===== config.mk =====
export PLATFORM = sky130hd
export DESIGN_NAME = sxq_qualifier
export DESIGN_NICKNAME = d
export VERILOG_FILES = /design/src/sxq_pkg.sv /design/src/sxq_req_if.sv /design/src/sxq_decide.sv /design/src/sxq_qualifier.sv
export VERILOG_INCLUDE_DIRS = /design/src
export SDC_FILE = /design/constraint.sdc
export NUM_CORES = 1
export LEC_CHECK = 0
export ABC_AREA = 1
export BUFFER_PORTS_ARGS = -buffer_cell sky130_fd_sc_hd__buf_2
export CORE_MARGIN = 1
export CORE_UTILIZATION = 30
export CTS_BUF_LIST = sky130_fd_sc_hd__clkbuf_4
export CTS_CLUSTER_DIAMETER = 100
export DETAILED_ROUTE_END_ITERATION = 16
export SLEW_MARGIN = 25
export SYNTH_ARGS = -nofsm -noshare
export SYNTH_HDL_FRONTEND = slang
export SYNTH_SLANG_ARGS = --single-unit

===== constraint.sdc =====
create_clock -name mclk_in -period 2.83 [get_ports mclk_in]
set_clock_uncertainty 0.15 [all_clocks]
set_input_delay 0 -clock mclk_in [delete_from_list [all_inputs] [get_ports mclk_in]]
set_output_delay 0 -clock mclk_in [all_outputs]
set_load 0.1 [all_outputs]

===== src/sxq_defs.svh =====
// Offsets, field positions, reset values and write masks of the SIMD fault qualifier
`ifndef SXQ_DEFS_SVH
`define SXQ_DEFS_SVH
// ----------------------------------------------------------------
// Register byte offsets
// ----------------------------------------------------------------
`define SXQ_OFS_CTL_ZERO   5'h00
`define SXQ_OFS_CTL_FOUR   5'h04
`define SXQ_OFS_FLAGS      5'h08
`define SXQ_OFS_VCS        5'h0C
`define SXQ_OFS_ID_EDX     5'h10
`define SXQ_OFS_ID_ECX     5'h14
`define SXQ_OFS_STATUS     5'h18
`define SXQ_OFS_FEAT       5'h1C
// ----------------------------------------------------------------
// Field positions
// ----------------------------------------------------------------
`define SXQ_B_MONITOR      1
`define SXQ_B_SOFT_TRAP    2
`define SXQ_B_TASK_SW      3
`define SXQ_B_ALIGN_MASK   18
`define SXQ_B_STATE_SAVE   9
`define SXQ_B_VEC_HANDLER  10
`define SXQ_B_ALIGN_FLAG   18
`define SXQ_B_ID_GEN1      25
`define SXQ_B_ID_GEN2      26
`define SXQ_B_ID_STATE_SAVE_FEATURE      24
`define SXQ_B_ID_GEN3      0
`define SXQ_B_ID_SUPP3     9
`define SXQ_B_ID_GEN41     19
`define SXQ_B_ID_GEN42     20
`define SXQ_B_ID_BIT_POPULATION_COUNT    23
`define SXQ_B_VCS_MASK_LO  7
`define SXQ_B_VCS_MASK_HI  12
`define SXQ_B_ST_CFG_GP    8
`define SXQ_B_ST_COMMIT    16
// ----------------------------------------------------------------
// Reset values and write masks
// ----------------------------------------------------------------
`define SXQ_RST_CTL_ZERO   32'h0000_0000
`define SXQ_RST_CTL_FOUR   32'h0000_0000
`define SXQ_RST_FLAGS      32'h0000_0000
`define SXQ_RST_VCS        32'h0000_0000
`define SXQ_WM_CTL_ZERO    32'h0004_000E
`define SXQ_WM_CTL_FOUR    32'h0000_0600
`define SXQ_WM_FLAGS       32'h0004_0000
`define SXQ_WM_VCS         32'h0000_FFFF
`define SXQ_USER_CPL       2'h3
`endif


===== src/sxq_pkg.sv =====
// Types shared by the SIMD fault qualifier modules
`default_nettype none
package sxq_pkg;
  typedef enum logic [3:0] {
    SXQ_GEN1, SXQ_GEN2, SXQ_GEN3, SXQ_SUPP3, SXQ_GEN41, SXQ_GEN42,
    SXQ_NOSTATE, SXQ_MMX64, SXQ_LFLUSH, SXQ_CRC, SXQ_BIT_POPULATION_COUNT,
    SXQ_FPTRUNC, SXQ_MOVU
  } sxq_class_t;
  typedef enum logic [2:0] {
    SXQ_NONE, SXQ_UD, SXQ_NM, SXQ_XM, SXQ_GP, SXQ_SS, SXQ_AC, SXQ_PF
  } sxq_fault_t;
  typedef enum logic [1:0] {SXQ_SZ16, SXQ_SZ32, SXQ_SZ64, SXQ_SZ128} sxq_size_t;
endpackage
`default_nettype wire


===== src/sxq_req_if.sv =====
// Request and verdict bundle between the qualifier top and its decision logic
`timescale 1ns/1ps
`default_nettype none
interface sxq_req_if;
  import sxq_pkg::*;
  sxq_class_t cls;
  sxq_size_t  size;
  logic [3:0] addr_lo;
  logic       stack_ref;
  logic       seg_viol;
  logic       page_miss;
  logic       fp_unmasked;
  logic       soft_trap;
  logic       task_sw;
  logic       align_en;
  logic       state_save;
  logic       vec_handler;
  logic [8:0] feat;
  sxq_fault_t fault;
  modport top  (output cls, size, addr_lo, stack_ref, seg_viol, page_miss, fp_unmasked,
                soft_trap, task_sw, align_en, state_save, vec_handler, feat, input fault);
  modport qual (input cls, size, addr_lo, stack_ref, seg_viol, page_miss, fp_unmasked,
                soft_trap, task_sw, align_en, state_save, vec_handler, feat, output fault);
endinterface
`default_nettype wire


===== src/sxq_decide.sv =====
// Priority decision of the fault raised by one SIMD instruction
`timescale 1ns/1ps
`default_nettype none
module sxq_decide (
  sxq_req_if.qual req
);
  import sxq_pkg::*;
  logic feat_ok;
  logic em_exempt;
  logic os_exempt;
  logic ts_exempt;
  logic mis128;
  logic mis_small;
  // ----------------------------------------------------------------
  // Per-class feature and exemption
  // ----------------------------------------------------------------
  always_comb begin
    feat_ok   = 1'b0;
    em_exempt = 1'b0;
    os_exempt = 1'b0;
    ts_exempt = 1'b0;
    case (req.cls)
      SXQ_GEN1, SXQ_MOVU: feat_ok = req.feat[0];
      SXQ_GEN2:    feat_ok = req.feat[1];
      SXQ_GEN3:    feat_ok = req.feat[2];
      SXQ_SUPP3:   feat_ok = req.feat[3];
      SXQ_GEN41:   feat_ok = req.feat[4];
      SXQ_GEN42:   feat_ok = req.feat[5];
      SXQ_FPTRUNC: begin
        feat_ok   = req.feat[2];
        os_exempt = 1'b1;
      end
      SXQ_MMX64: begin
        feat_ok   = req.feat[0];
        os_exempt = 1'b1;
      end
      SXQ_NOSTATE, SXQ_CRC, SXQ_LFLUSH, SXQ_BIT_POPULATION_COUNT: begin
        if (req.cls == SXQ_LFLUSH) begin
          feat_ok = req.feat[7];
        end else if (req.cls == SXQ_BIT_POPULATION_COUNT) begin
          feat_ok = req.feat[6];
        end else if (req.cls == SXQ_CRC) begin
          feat_ok = req.feat[5];
        end else begin
          feat_ok = req.feat[0];
        end
        em_exempt = 1'b1;
        os_exempt = 1'b1;
        ts_exempt = 1'b1;
      end
      default: feat_ok = 1'b0;
    endcase
  end
  // ----------------------------------------------------------------
  // Alignment
  // ----------------------------------------------------------------
  always_comb begin
    mis128    = (req.size == SXQ_SZ128) && (req.addr_lo != 4'h0) && (req.cls != SXQ_MOVU);
    mis_small = 1'b0;
    case (req.size)
      SXQ_SZ16: mis_small = req.addr_lo[0];
      SXQ_SZ32: mis_small = |req.addr_lo[1:0];
      SXQ_SZ64: mis_small = |req.addr_lo[2:0];
      default:  mis_small = 1'b0;
    endcase
  end
  // ----------------------------------------------------------------
  // Fault priority
  // ----------------------------------------------------------------
  always_comb begin
    if (!feat_ok) begin
      req.fault = SXQ_UD;
    end else if (req.soft_trap && !em_exempt) begin
      req.fault = SXQ_UD;
    end else if (!req.state_save && !os_exempt) begin
      req.fault = SXQ_UD;
    end else if (req.task_sw && !ts_exempt) begin
      req.fault = SXQ_NM;
    end else if (req.page_miss) begin
      req.fault = SXQ_PF;
    end else if (req.seg_viol) begin
      req.fault = req.stack_ref ? SXQ_SS : SXQ_GP;
    end else if (mis128) begin
      req.fault = SXQ_GP;
    end else if (req.align_en && mis_small) begin
      req.fault = SXQ_AC;
    end else if (req.fp_unmasked && req.cls != SXQ_FPTRUNC) begin
      req.fault = req.vec_handler ? SXQ_XM : SXQ_UD;
    end else begin
      req.fault = SXQ_NONE;
    end
  end
endmodule // sxq_decide
`default_nettype wire


===== src/sxq_qualifier.sv =====
// Top of the SIMD fault qualifier: control registers, bus slave, verdict
// Behaviour
// - Unsupported SIMD instruction raises invalid opcode
// - Identify leaf1 D: gen1 25, gen2 26, save 24
// - Identify leaf1 C: gen3 0, 9, 19, 20
// - Population count reported in leaf1 C bit 23
// - Setting state-save bit without feature: general protection
// - OS support taken only from two bits
// - State-save bit clear: invalid opcode, listed exemptions
// - Soft trap set: invalid opcode, listed exemptions
// - Missing generation flag: invalid opcode; flush, popcount own
// - Unmasked fp condition without handler: invalid opcode
// - Handler declared: execute, raise vector fp fault
// - Task switched set: device unavailable fault, listed exemptions
// - Support-bit faults skip fp store truncate
// - Vector control/status fields reset to zero
// - Memory faults raised as for ordinary instructions
// - Unaligned 128-bit reference: general protection, moves exempt
// - Unaligned 128-bit stack reference: general protection
// - Small alignment check needs both flags, level 3
// - Unaligned moves detect 16/32/64-bit misalignment
`timescale 1ns/1ps
`default_nettype none
`include "sxq_defs.svh"
module sxq_qualifier #(
  parameter bit HAS_GEN1   = 1'b1,
  parameter bit HAS_GEN2   = 1'b1,
  parameter bit HAS_GEN3   = 1'b1,
  parameter bit HAS_SUPP3  = 1'b1,
  parameter bit HAS_GEN41  = 1'b1,
  parameter bit HAS_GEN42  = 1'b1,
  parameter bit HAS_BIT_POPULATION_COUNT = 1'b1,
  parameter bit HAS_LFLUSH = 1'b1,
  parameter bit HAS_STATE_SAVE_FEATURE   = 1'b1
) (
  input  wire logic               mclk_in,
  input  wire logic               sys_rst_in,
  input  wire logic [4:0]         address_in,
  input  wire logic               read_in,
  input  wire logic               write_in,
  input  wire logic [31:0]        writedata_in,
  input  wire logic [3:0]         byteenable_in,
  output logic                    waitrequest_out,
  output logic [31:0]             readdata_out,
  input  wire logic               instr_valid_in,
  input  wire sxq_pkg::sxq_class_t instr_class_in,
  input  wire sxq_pkg::sxq_size_t  op_size_in,
  input  wire logic [3:0]         addr_lo_in,
  input  wire logic               stack_ref_in,
  input  wire logic               seg_viol_in,
  input  wire logic               page_miss_in,
  input  wire logic [5:0]         fp_flags_in,
  input  wire logic [1:0]         current_privilege_level_in,
  output logic                    done_out,
  output sxq_pkg::sxq_fault_t     fault_out,
  output logic                    commit_out,
  output logic                    cfg_gp_out
);
  import sxq_pkg::*;

  // ----------------------------------------------------------------
  // State
  // ----------------------------------------------------------------
  logic [31:0] control_reg_zero;
  logic [31:0] control_reg_four;
  logic [31:0] flags_register;
  logic [31:0] vector_control_status;
  logic [31:0] status;
  logic        wait_q;
  logic [31:0] rdata_q;
  logic        done_q;
  logic        commit_q;
  logic        cfg_gp_q;
  sxq_fault_t  fault_q;

  logic        wr_fire;
  logic [31:0] be_mask;
  logic [31:0] wdata_four;
  logic        four_refused;
  logic        st_clear;
  logic [31:0] id_edx;
  logic [31:0] id_ecx;
  logic [31:0] feat_reg;
  logic [31:0] next_rdata;

  sxq_req_if req_if ();

  // ----------------------------------------------------------------
  // Identification words
  // ----------------------------------------------------------------
  always_comb begin
    id_edx = 32'h0000_0000;
    id_ecx = 32'h0000_0000;
    feat_reg = 32'h0000_0000;
    id_edx[`SXQ_B_ID_GEN1]   = HAS_GEN1;
    id_edx[`SXQ_B_ID_GEN2]   = HAS_GEN2;
    id_edx[`SXQ_B_ID_STATE_SAVE_FEATURE]   = HAS_STATE_SAVE_FEATURE;
    id_ecx[`SXQ_B_ID_GEN3]   = HAS_GEN3;
    id_ecx[`SXQ_B_ID_SUPP3]  = HAS_SUPP3;
    id_ecx[`SXQ_B_ID_GEN41]  = HAS_GEN41;
    id_ecx[`SXQ_B_ID_GEN42]  = HAS_GEN42;
    id_ecx[`SXQ_B_ID_BIT_POPULATION_COUNT] = HAS_BIT_POPULATION_COUNT;
    feat_reg[0] = HAS_LFLUSH;
  end

  // ----------------------------------------------------------------
  // Bus write qualification
  // ----------------------------------------------------------------
  assign wr_fire = write_in && !wait_q;
  assign be_mask = {{8{byteenable_in[3]}}, {8{byteenable_in[2]}},
                    {8{byteenable_in[1]}}, {8{byteenable_in[0]}}};
  assign wdata_four = ((control_reg_four & ~be_mask) | (writedata_in & be_mask))
                      & `SXQ_WM_CTL_FOUR;
  assign four_refused = wr_fire && (address_in == `SXQ_OFS_CTL_FOUR)
                        && wdata_four[`SXQ_B_STATE_SAVE] && !HAS_STATE_SAVE_FEATURE;
  assign st_clear = wr_fire && (address_in == `SXQ_OFS_STATUS)
                    && byteenable_in[1] && writedata_in[`SXQ_B_ST_CFG_GP];

  // ----------------------------------------------------------------
  // Avalon handshake
  // ----------------------------------------------------------------
  always_ff @(posedge mclk_in) begin
    if (sys_rst_in) begin
      wait_q <= 1'b1;
    end else if ((read_in || write_in) && wait_q) begin
      wait_q <= 1'b0;
    end else begin
      wait_q <= 1'b1;
    end
  end

  always_comb begin
    if (address_in == `SXQ_OFS_CTL_ZERO) begin
      next_rdata = control_reg_zero;
    end else if (address_in == `SXQ_OFS_CTL_FOUR) begin
      next_rdata = control_reg_four;
    end else if (address_in == `SXQ_OFS_FLAGS) begin
      next_rdata = flags_register;
    end else if (address_in == `SXQ_OFS_VCS) begin
      next_rdata = vector_control_status;
    end else if (address_in == `SXQ_OFS_ID_EDX) begin
      next_rdata = id_edx;
    end else if (address_in == `SXQ_OFS_ID_ECX) begin
      next_rdata = id_ecx;
    end else if (address_in == `SXQ_OFS_STATUS) begin
      next_rdata = status;
    end else if (address_in == `SXQ_OFS_FEAT) begin
      next_rdata = feat_reg;
    end else begin
      next_rdata = 32'h0000_0000;
    end
  end

  always_ff @(posedge mclk_in) begin
    if (sys_rst_in) begin
      rdata_q <= 32'h0000_0000;
    end else if (read_in && wait_q) begin
      rdata_q <= next_rdata;
    end
  end

  // ----------------------------------------------------------------
  // Control registers
  // ----------------------------------------------------------------
  always_ff @(posedge mclk_in) begin
    if (sys_rst_in) begin
      control_reg_zero <= `SXQ_RST_CTL_ZERO;
    end else if (wr_fire && address_in == `SXQ_OFS_CTL_ZERO) begin
      control_reg_zero <= ((control_reg_zero & ~be_mask) | (writedata_in & be_mask))
                          & `SXQ_WM_CTL_ZERO;
    end
  end

  always_ff @(posedge mclk_in) begin
    if (sys_rst_in) begin
      control_reg_four <= `SXQ_RST_CTL_FOUR;
    end else if (wr_fire && address_in == `SXQ_OFS_CTL_FOUR && !four_refused) begin
      control_reg_four <= wdata_four;
    end
  end

  always_ff @(posedge mclk_in) begin
    if (sys_rst_in) begin
      flags_register <= `SXQ_RST_FLAGS;
    end else if (wr_fire && address_in == `SXQ_OFS_FLAGS) begin
      flags_register <= ((flags_register & ~be_mask) | (writedata_in & be_mask))
                        & `SXQ_WM_FLAGS;
    end
  end

  always_ff @(posedge mclk_in) begin
    if (sys_rst_in) begin
      vector_control_status <= `SXQ_RST_VCS;
    end else if (wr_fire && address_in == `SXQ_OFS_VCS) begin
      vector_control_status <= ((vector_control_status & ~be_mask) | (writedata_in & be_mask))
                               & `SXQ_WM_VCS;
    end
  end

  // ----------------------------------------------------------------
  // Status: last verdict and sticky refusal flag
  // ----------------------------------------------------------------
  always_ff @(posedge mclk_in) begin
    if (sys_rst_in) begin
      status <= 32'h0000_0000;
    end else begin
      if (done_q) begin
        status[2:0] <= fault_q;
        status[`SXQ_B_ST_COMMIT] <= commit_q;
      end
      if (four_refused) begin
        status[`SXQ_B_ST_CFG_GP] <= 1'b1;
      end else if (st_clear) begin
        status[`SXQ_B_ST_CFG_GP] <= 1'b0;
      end
    end
  end

  always_ff @(posedge mclk_in) begin
    if (sys_rst_in) begin
      cfg_gp_q <= 1'b0;
    end else begin
      cfg_gp_q <= four_refused;
    end
  end

  // ----------------------------------------------------------------
  // Decision inputs
  // ----------------------------------------------------------------
  assign req_if.cls         = instr_class_in;
  assign req_if.size        = op_size_in;
  assign req_if.addr_lo     = addr_lo_in;
  assign req_if.stack_ref   = stack_ref_in;
  assign req_if.seg_viol    = seg_viol_in;
  assign req_if.page_miss   = page_miss_in;
  assign req_if.fp_unmasked = |(fp_flags_in &
                              ~vector_control_status[`SXQ_B_VCS_MASK_HI:`SXQ_B_VCS_MASK_LO]);
  assign req_if.soft_trap   = control_reg_zero[`SXQ_B_SOFT_TRAP];
  assign req_if.task_sw     = control_reg_zero[`SXQ_B_TASK_SW];
  assign req_if.align_en    = control_reg_zero[`SXQ_B_ALIGN_MASK]
                              && flags_register[`SXQ_B_ALIGN_FLAG]
                              && (current_privilege_level_in == `SXQ_USER_CPL);
  assign req_if.state_save  = control_reg_four[`SXQ_B_STATE_SAVE];
  assign req_if.vec_handler = control_reg_four[`SXQ_B_VEC_HANDLER];
  assign req_if.feat        = {HAS_STATE_SAVE_FEATURE, HAS_LFLUSH, HAS_BIT_POPULATION_COUNT, HAS_GEN42, HAS_GEN41,
                               HAS_SUPP3, HAS_GEN3, HAS_GEN2, HAS_GEN1};

  sxq_decide u_decide (
    .req (req_if.qual)
  );

  // ----------------------------------------------------------------
  // Verdict registers
  // ----------------------------------------------------------------
  always_ff @(posedge mclk_in) begin
    if (sys_rst_in) begin
      done_q   <= 1'b0;
      fault_q  <= SXQ_NONE;
      commit_q <= 1'b0;
    end else begin
      done_q   <= instr_valid_in;
      fault_q  <= instr_valid_in ? req_if.fault : SXQ_NONE;
      commit_q <= instr_valid_in && (req_if.fault == SXQ_NONE);
    end
  end

  // ----------------------------------------------------------------
  // Outputs
  // ----------------------------------------------------------------
  assign waitrequest_out = wait_q;
  assign readdata_out    = rdata_q;
  assign done_out        = done_q;
  assign fault_out       = fault_q;
  assign commit_out      = commit_q;
  assign cfg_gp_out      = cfg_gp_q;
endmodule // sxq_qualifier
`default_nettype wire


==> results.ini, run 1 <==
[clock_network]
cts_buffer_depth=2
h-tree-depth=2
clock-sinks=53
numCtsBuffers=5
hold_buffers=54
cts-root-buf=clkbuf_4
path_clk_slew_ns=0.15
postCtsSetupBuffers=0
cts_resized=0
cts_tree=built
clock_latency_ns=0.39

[grt]
gr-usage-all-layers_pct=15.8
grt_pass1_vias=2409
grt_max_degree=23
grt_overflow=0
antenna_found_initial=0
grt_first_pass_wirelength_um=10600

[routing]
wl_met3_um=264
vias=2526
drc=0
finalWirelength_um=6540
wl_met1_um=3160
vias_per_cell=4.42
ant_nets=0
drt_iter0_markers=103
wire_per_inst_um=11.4
wl_met2_um=3080
first_pass_iters=4
top_layer=met4

[power]
peakVddDrop_uv=173
p_leak_uw=0.00161
power.density_nw_per_um2=453

[cells_and_area]
ff_latch_area_um2=1060
drive_above_1_share_pct=21.9
fin_cells=572
multi_input_area_um2=1090
fillers=797
syn2layout_area_growth_pct=44.5
final_cell_mix=nand2_1, buf_2, dlygate4sd3_1
final_nets=536
antenna_cells=0

[die]
core_um2=7730
floorplan.initialDensity_pct=31.0
dieWidth_um=91.3
ios=106
rows=32
die_y_um=91.3
die_area_um2=8340

[timing]
fmax_ghz=0.374
rsz0062_at_grt=false
finalHoldViolCount=0
tightestPinTransition_ns=0.550
finalSetupTns_ns=0
min_period_ns=2.67
slew_viol_final=0
slew_headroom_pct=63.3
setup_viol=0
fin_crit_sh_pct=94.4

[placement]
dp_cells=510
place.port_buffers=80
dp_hpwl_um=4750
gp_congestion=0.802

[critical_path]
crit_arrival_ns=2.81
critPathCaptureType=flop
crit_fanout=3
worstSetupPathType=primary input to flop
crit_start=seg_viol_in
start_kind=primary input
endpoint=commit_out
timing.rr.end=commit_out
rrSetupSlack_ns=0.26
worstRegToRegCells=12
crit_required_ns=2.97

[yosys]
synth_seq_cells=53
synth_area_um2=2390
avgSynthCellArea_um2=7.06
synth-seq-area-share_pct=44.4
synthCells=339
ys_types=27
ys.warnings.count=0

[min_path]
hp-class=primary input to flop

[run]
cap_viol_max_count=0

[outcome]
status=complete, no violations

==> through the flow <==
step / worst slack, ns / util [%] / area, um2 / power (uW) / hold slack [ns]
global placement: 1.28 / 36.6 / 2830 / 1080 / 0.0675
global route: 0.0465 / 44.7 / 3460 / 1630 / 0.0165
floorplan: 0.642 / - / 2420 / 1020 / -0.0341
finish: 0.159 / 44.7 / 3460 / 1570 / 0.00913
detailed placement: 1.24 / 36.6 / 2830 / 1080 / 0.0878
CTS: 0.215 / 44.7 / 3460 / 1570 / 0.00786
==> cells by family (layout without fill, tap and decap cells) <==
logic type      after synthesis  after routing  share of synthesized area (%)
compound gates               79             79                           17.3
buf+inv                      57            180                           11.5
flops                        53             53                           44.4
other cells                   1              9                          0.157
simple gates                149            149                           26.8
==> power breakdown <==
part / leakage, uW / switching [uW] / internal, uW
logic: 0.00113 / 242 / 99.7
clock network: 0.0000473 / 261 / 194
registers: 0.000429 / 8.69 / 760
total: 0.00161 / 512 / 1050
==> synthesized netlist by cell type (all sizes together) <==
master	instances	area share [%]
nand2	84	14
dfxtp	53	44
nor2	47	7.8
a21oi	37	7.7
inv	36	5.8
o21ai	33	6.9
buf	15	4.8
nand3	12	2.5
clkbuf	6	0.94
nand4	4	1.7
o211ai	4	1.3
a31oi	2	0.52
o22ai	2	0.52
a21boi	1	0.31
conb	1	0.16
nand3b	1	0.31
nor3	1	0.68
==> worst min-delay path by stage <==
stage / slack [ns] / start / end / depth (start not counted)
floorplan: -0.03 / write_in / waitrequest_out / 1
global placement: 0.07 / write_in / waitrequest_out / 2
detailed placement: 0.09 / write_in / waitrequest_out / 2
CTS: 0.008 / instr_class_in[1] / commit_out / 6
global route: 0.02 / instr_class_in[1] / commit_out / 6
finish: 0.009 / address_in[1] / readdata_out[18] / 8
==> final cells by class <==
type | instances | area share [%]
flip-flops and latches | 53 | 30.7
multi-input cells | 237 | 31.5
repair buffers | 136 | 27.7
clock inverters | 3 | 1.45
inverters | 36 | 3.98
clock buffers | 5 | 1.09
well taps | 102 | 3.69
==> critical path, cell delays in order <==
cell           delay (ns)
dlygate4sd3_1        0.53
buf_2                0.12
inv_1                0.04
nand2_1              0.04
dlygate4sd3_1        0.55
inv_1                0.09
nand3_1              0.08
nand2_1              0.07
nand2_1              0.06
dlygate4sd3_1        0.56
nand2_1              0.06
dlygate4sd3_1        0.55
nor2_1               0.05
==> per-layer routing <==
layer	global-route usage (%)	vias to the layer above
li1	-	1330
met1	20.3	1128
met2	27.8	62
met3	2.93	6
met4	2.51	0
met5	0	-
No activity file was read; power rests on OpenSTA's default activity.
==> run 2: changes to the inputs <==
- clock period: 2.83 -> 2.7 ns (I/O delays scaled with it)
==> results.ini, run 2 (synthesized netlist as in run 1, its figures left out) <==
[placement]
gp_congestion=0.809  ; +0.86%
place_ws_ns=1.13  ; -0.106 ns
place.port_buffers=80  ; unchanged
dp_hpwl_um=4700  ; -1.0%

[critical_path]
critPathCaptureType=flop
crit_fanout=2  ; -1
crit_start=seg_viol_in
start_kind=primary input
worstSetupPathType=primary input to flop
rrSetupSlack_ns=0.26  ; about the same
crit_required_ns=2.86  ; -0.11 ns
worstRegToRegCells=12  ; unchanged
crit_arrival_ns=2.70  ; -0.11 ns
timing.rr.end=commit_out

[cells_and_area]
antenna_cells=0  ; unchanged
final_cell_mix=nand2_1, buf_2, dfxtp_1
drive_above_1_share_pct=22.3  ; +0.35 points
syn2layout_area_growth_pct=42.1
final_nets=533  ; -0.56%

[clock_network]
clock-sinks=53  ; unchanged
cts_buffer_depth=2  ; unchanged
clock_latency_ns=0.37  ; -0.02 ns
cts_tree=built
path_clk_slew_ns=0.15  ; about the same
numCtsBuffers=5  ; unchanged
cts-root-buf=clkbuf_4
h-tree-depth=2  ; unchanged

[power]
p_seq_share_pct=53.2  ; +4.1 points
combPwrFrac_pct=23.5  ; +1.7 points
p_int_uw=1000  ; -4.9%
peakVddDrop_uv=194  ; +12%
clkPwrFrac_pct=23.4  ; -5.7 points
power.density_nw_per_um2=446  ; -1.6%
p_leak_uw=0.00158  ; -1.9%
switching_share_pct=33.8  ; +1.2 points
net-switching-power_uw=513  ; +0.20%

[grt]
antenna_found_initial=0  ; unchanged
grt_first_pass_wirelength_um=10700  ; +0.97%
gr-usage-all-layers_pct=16.0  ; +0.27 points
grt_pass1_vias=2409  ; unchanged
grt_max_degree=23  ; unchanged
grt_overflow=0  ; unchanged

[timing]
finalHoldViolCount=0  ; unchanged
fin_crit_sh_pct=94.0
slew_headroom_pct=63.2  ; about the same
timing.final.ws_setup_ns=0.162  ; +0.00300 ns
fmax_ghz=0.394
finalSetupTns_ns=0  ; unchanged
min_period_ns=2.54
setup_viol=0  ; unchanged
slew_viol_final=0  ; unchanged
rsz0062_at_grt=false
tightestPinTransition_ns=0.551  ; +0.000941 ns

[routing]
finalWirelength_um=6540  ; unchanged
vias=2536  ; +0.40%
vias_per_cell=4.46  ; +0.93%
drc=0  ; unchanged
drt_iter0_markers=103  ; unchanged
wire_per_inst_um=11.5  ; +0.53%
first_pass_iters=4  ; unchanged
ant_nets=0  ; unchanged

[die]
floorplan.initialDensity_pct=31.0  ; unchanged
dieWidth_um=91.3  ; unchanged
rows=32  ; unchanged
core_um2=7730  ; unchanged
die_y_um=91.3  ; unchanged
die_area_um2=8340  ; unchanged
ios=106  ; unchanged

[run]
cap_viol_max_count=0  ; unchanged

[min_path]
min_to=commit_out
hold_depth=6  ; -2
hp-class=primary input to flop
min-delay-start=instr_class_in[0]

[outcome]
status=complete, no violations

run 2: cell types whose count changed in the layout (fill, tap and decap cells not counted):
cell	delta
dlygate4sd3_1	-3
a21boi_0	-1
a21boi_1	+1
bufinv_16	-1
clkinv_2	+1
clkinv_4	-1
clkinvlp_4	+1
dfxtp_1	-1
dfxtp_2	+1
inv_6	+1
inv_8	-1
run 2: metrics by stage:
stage	utilization, %	area, um2	hold slack [ns]	std cells	total power, uW
final	44.0	3400	0.0184	569	1520
after global routing	44.0	3400	0.0507	569	1600
after CTS	44.0	3400	0.00152	569	1530
after detailed placement	36.6	2830	0.0870	510	1130
after global placement	36.6	2830	0.0672	510	1130
after floorplan	-	2420	-0.0341	347	1070
run 2: worst max path at each step:
stage                  endpoint  slack [ns]  cells after the start
2_1_floorplan  readdata_out[12]        0.51                      4
3_3_place_gp               flop        1.14                      7
3_5_place_dp               flop        1.13                      6
4_1_cts              commit_out        0.18                     10
5_1_grt              commit_out        0.05                     12
6_report             commit_out        0.16                     10
run 2: cell type report:
type | count | area [um2]
Clock buffer | 5 | 37.5
Clock inverter | 3 | 21.3
Fill cell | 802 | 4330
Inverter | 36 | 138
Multi-Input combinational cell | 237 | 1090
Sequential cell | 53 | 1060
Tap cell | 102 | 128
Timing Repair Buffer | 133 | 926
run 2: layer usage:
layer | wire length [um] | up-vias | part of all wire, % | GRT usage [%]
li1 | - | 1322 | - | -
met1 | 3130 | 1143 | 48 | 20.2
met2 | 3100 | 67 | 47 | 28.1
met3 | 278 | 4 | 4.2 | 3.18
met4 | 38 | 0 | 0.58 | 3.57
met5 | 0 | - | 0 | 0
run 2: power by group through the flow:
stage / clock network (uW) / logic, uW / registers, uW
floorplan: 0 / 177 / 889
global placement: 0 / 307 / 822
detailed placement: 0 / 309 / 822
CTS: 374 / 355 / 806
global route: 409 / 378 / 808
finish: 354 / 356 / 805
run 2: critical path, cell delays in order:
cell and delay, ns:
dlygate4sd3_1 0.54, buf_2 0.13, a21oi_1 0.11, dlygate4sd3_1 0.55, nand2_1 0.05, nand2_1 0.07
dlygate4sd3_1 0.55, nand2_1 0.04, dlygate4sd3_1 0.55, nor2_1 0.10
run 2: timing repair:
action	in CTS	in global routing
endpoints found under the hold margin	48	0
buffers inserted	0	0
resized for setup	0	2
endpoints found under the setup margin	0	1
hold buffers	51	0
==> run 3: changes to the inputs <==
- CORE_UTILIZATION: 30 -> 47
- CTS_BUF_LIST: sky130_fd_sc_hd__clkbuf_4 -> unset
- PLACE_DENSITY: unset -> 0.8
==> results.ini, run 3 (synthesized netlist as in run 1, its figures left out) <==
[outcome]
status=complete, no violations

[critical_path]
critPathCaptureType=flop
crit_required_ns=2.80  ; -0.06 ns
cp_cell_sequence=dlygate4sd3_1, buf_2, inv_1, buf_4, o21ai_0, a21oi_1, dlygate4sd3_1
crit_fanout=22  ; +20
start_kind=primary input
worstSetupPathType=primary input to flop
slowest_delay_ns=0.56  ; about the same
timing.critical_path.mode_cell=dlygate4sd3_1
worst-path-buf-inv=5  ; unchanged
critPathTopFamily=buffers and inverters
slowest_stage=dlygate4sd3_1
rrSetupSlack_ns=0.59  ; +0.33 ns
crit_arrival_ns=2.32  ; -0.38 ns

[run]
cap_viol_max_count=0  ; unchanged

[routing]
ant_nets=0  ; unchanged
drc=0  ; unchanged
first_pass_iters=5  ; +1
wire_per_inst_um=11.8  ; +2.4%
finalWirelength_um=6110  ; -6.6%
drt_iter0_markers=123  ; +19%
vias_per_cell=4.79  ; +7.4%
vias=2485  ; -2.0%

[clock_network]
clock_latency_ns=0.30  ; -0.07 ns
cts_buffer_depth=2  ; unchanged
postCtsSetupBuffers=0  ; unchanged
clock-sinks=53  ; unchanged
cts-root-buf=clkbuf_8
cts_tree=built
h-tree-depth=2  ; unchanged
path_clk_slew_ns=0.09  ; -0.06 ns
numCtsBuffers=5  ; unchanged

[timing]
finalHoldViolCount=0  ; unchanged
tightestPinTransition_ns=0.597  ; +0.0458 ns
setup_viol=0  ; unchanged
fmax_ghz=0.451  ; +14%
min_period_ns=2.22  ; -0.319 ns
slew_headroom_pct=60.2  ; -3.1 points
rsz0062_at_grt=false
fin_crit_sh_pct=82.2  ; -12 points
finalSetupTns_ns=0  ; unchanged
slew_viol_final=0  ; unchanged

[placement]
dp_hpwl_um=4140  ; -12%
dp_cells=475  ; -6.9%
place.port_buffers=80  ; unchanged
gp_congestion=0.841  ; +3.9%

[die]
rows=25  ; -22%
ios=106  ; unchanged
die_y_um=73.3  ; -20%
core_um2=4820  ; -38%
floorplan.initialDensity_pct=49.7  ; +19 points
die_area_um2=5380  ; -35%
dieWidth_um=73.3  ; -20%

[grt]
gr-usage-all-layers_pct=24.1  ; +8.1 points
grt_max_degree=23  ; unchanged
antenna_found_initial=0  ; unchanged
grt_overflow=0  ; unchanged
grt_pass1_vias=2245  ; -6.8%
grt_first_pass_wirelength_um=9860  ; -8.0%

[power]
power.density_nw_per_um2=516  ; +16%
p_leak_uw=0.00153  ; -2.9%
peakVddDrop_uv=255  ; +31%

[cells_and_area]
drive_above_1_share_pct=22.6  ; +0.30 points
antenna_cells=0  ; unchanged
final_cell_mix=nand2_1, buf_2, dfxtp_1
fin_cells=519  ; -8.8%
final_nets=518  ; -2.8%
syn2layout_area_growth_pct=36.1

[min_path]
hp-class=primary input to flop

run 3: changes by cell type in the layout (fill, tap and decap cells not counted):
cell,delta
a21boi_0,+1
a21boi_1,-1
bufinv_16,+1
clkbuf_1,+1
clkbuf_4,-5
clkbuf_8,+5
clkinv_2,-1
clkinv_4,+1
clkinvlp_4,-1
dfxtp_1,+1
dfxtp_2,-1
dlygate4sd3_1,-15
inv_6,-1
run 3: cell type report:
class                      count  area, um2
tap                           67       83.8
inverter                      36        138
clock inverter                 2       38.8
sequential                    53       1060
timing repair buffer         118        776
clock buffer                   6       72.6
fill                         440       1560
multi-input combinational    237       1090
run 3: tightest hold or removal path, delay by kind of cell:
family,cells,cell delay [ns]
AOI/OAI and AO/OA,2,0.14
and+or+nand+nor,2,0.16
buffers and inverters,1,0.13
run 3: where the power goes:
group / internal, uW / switching [uW]
combinational: 93.6 / 251
sequential: 795 / 8.98
clock: 278 / 255
run 3: what timing repair did:
| action | CTS | global route |
|---|---|---|
| hold endpoints to repair | 46 | 0 |
| hold buffers | 36 | 0 |
| gates resized for setup | 0 | 0 |
run 3: through the flow:
step | util [%] | setup slack [ns] | hold slack (ns) | instance area [um2] | total power (uW)
6_report | 67.6 | 0.481 | 0.0189 | 3260 | 1680
5_1_grt | 67.6 | 0.296 | 0.0368 | 3260 | 1750
4_1_cts | 67.6 | 0.512 | 0.00513 | 3260 | 1690
3_5_place_dp | 57.8 | 0.948 | 0.0711 | 2790 | 1130
3_3_place_gp | 57.8 | 1.00 | 0.0646 | 2790 | 1120
2_1_floorplan | - | 0.512 | -0.0341 | 2420 | 1070
run 3: worst paths after layout:
kind | start | end | depth (start not counted)
worst min-delay path | address_in[2] | readdata_out[0] | 5
worst min register to register | readdata_out[16] | readdata_out[16] | 2
worst max register to register | waitrequest_out | flop | 7
worst max-delay path | sys_rst_in | flop | 7
run 3: metal layers:
layer,vias to the layer above,routed length (um),global-route usage [%]
met2,88,3010,42.4
met4,0,199,12.8
met3,21,288,4.25
met1,1077,2620,27.9
met5,-,0,0
li1,1299,-,-
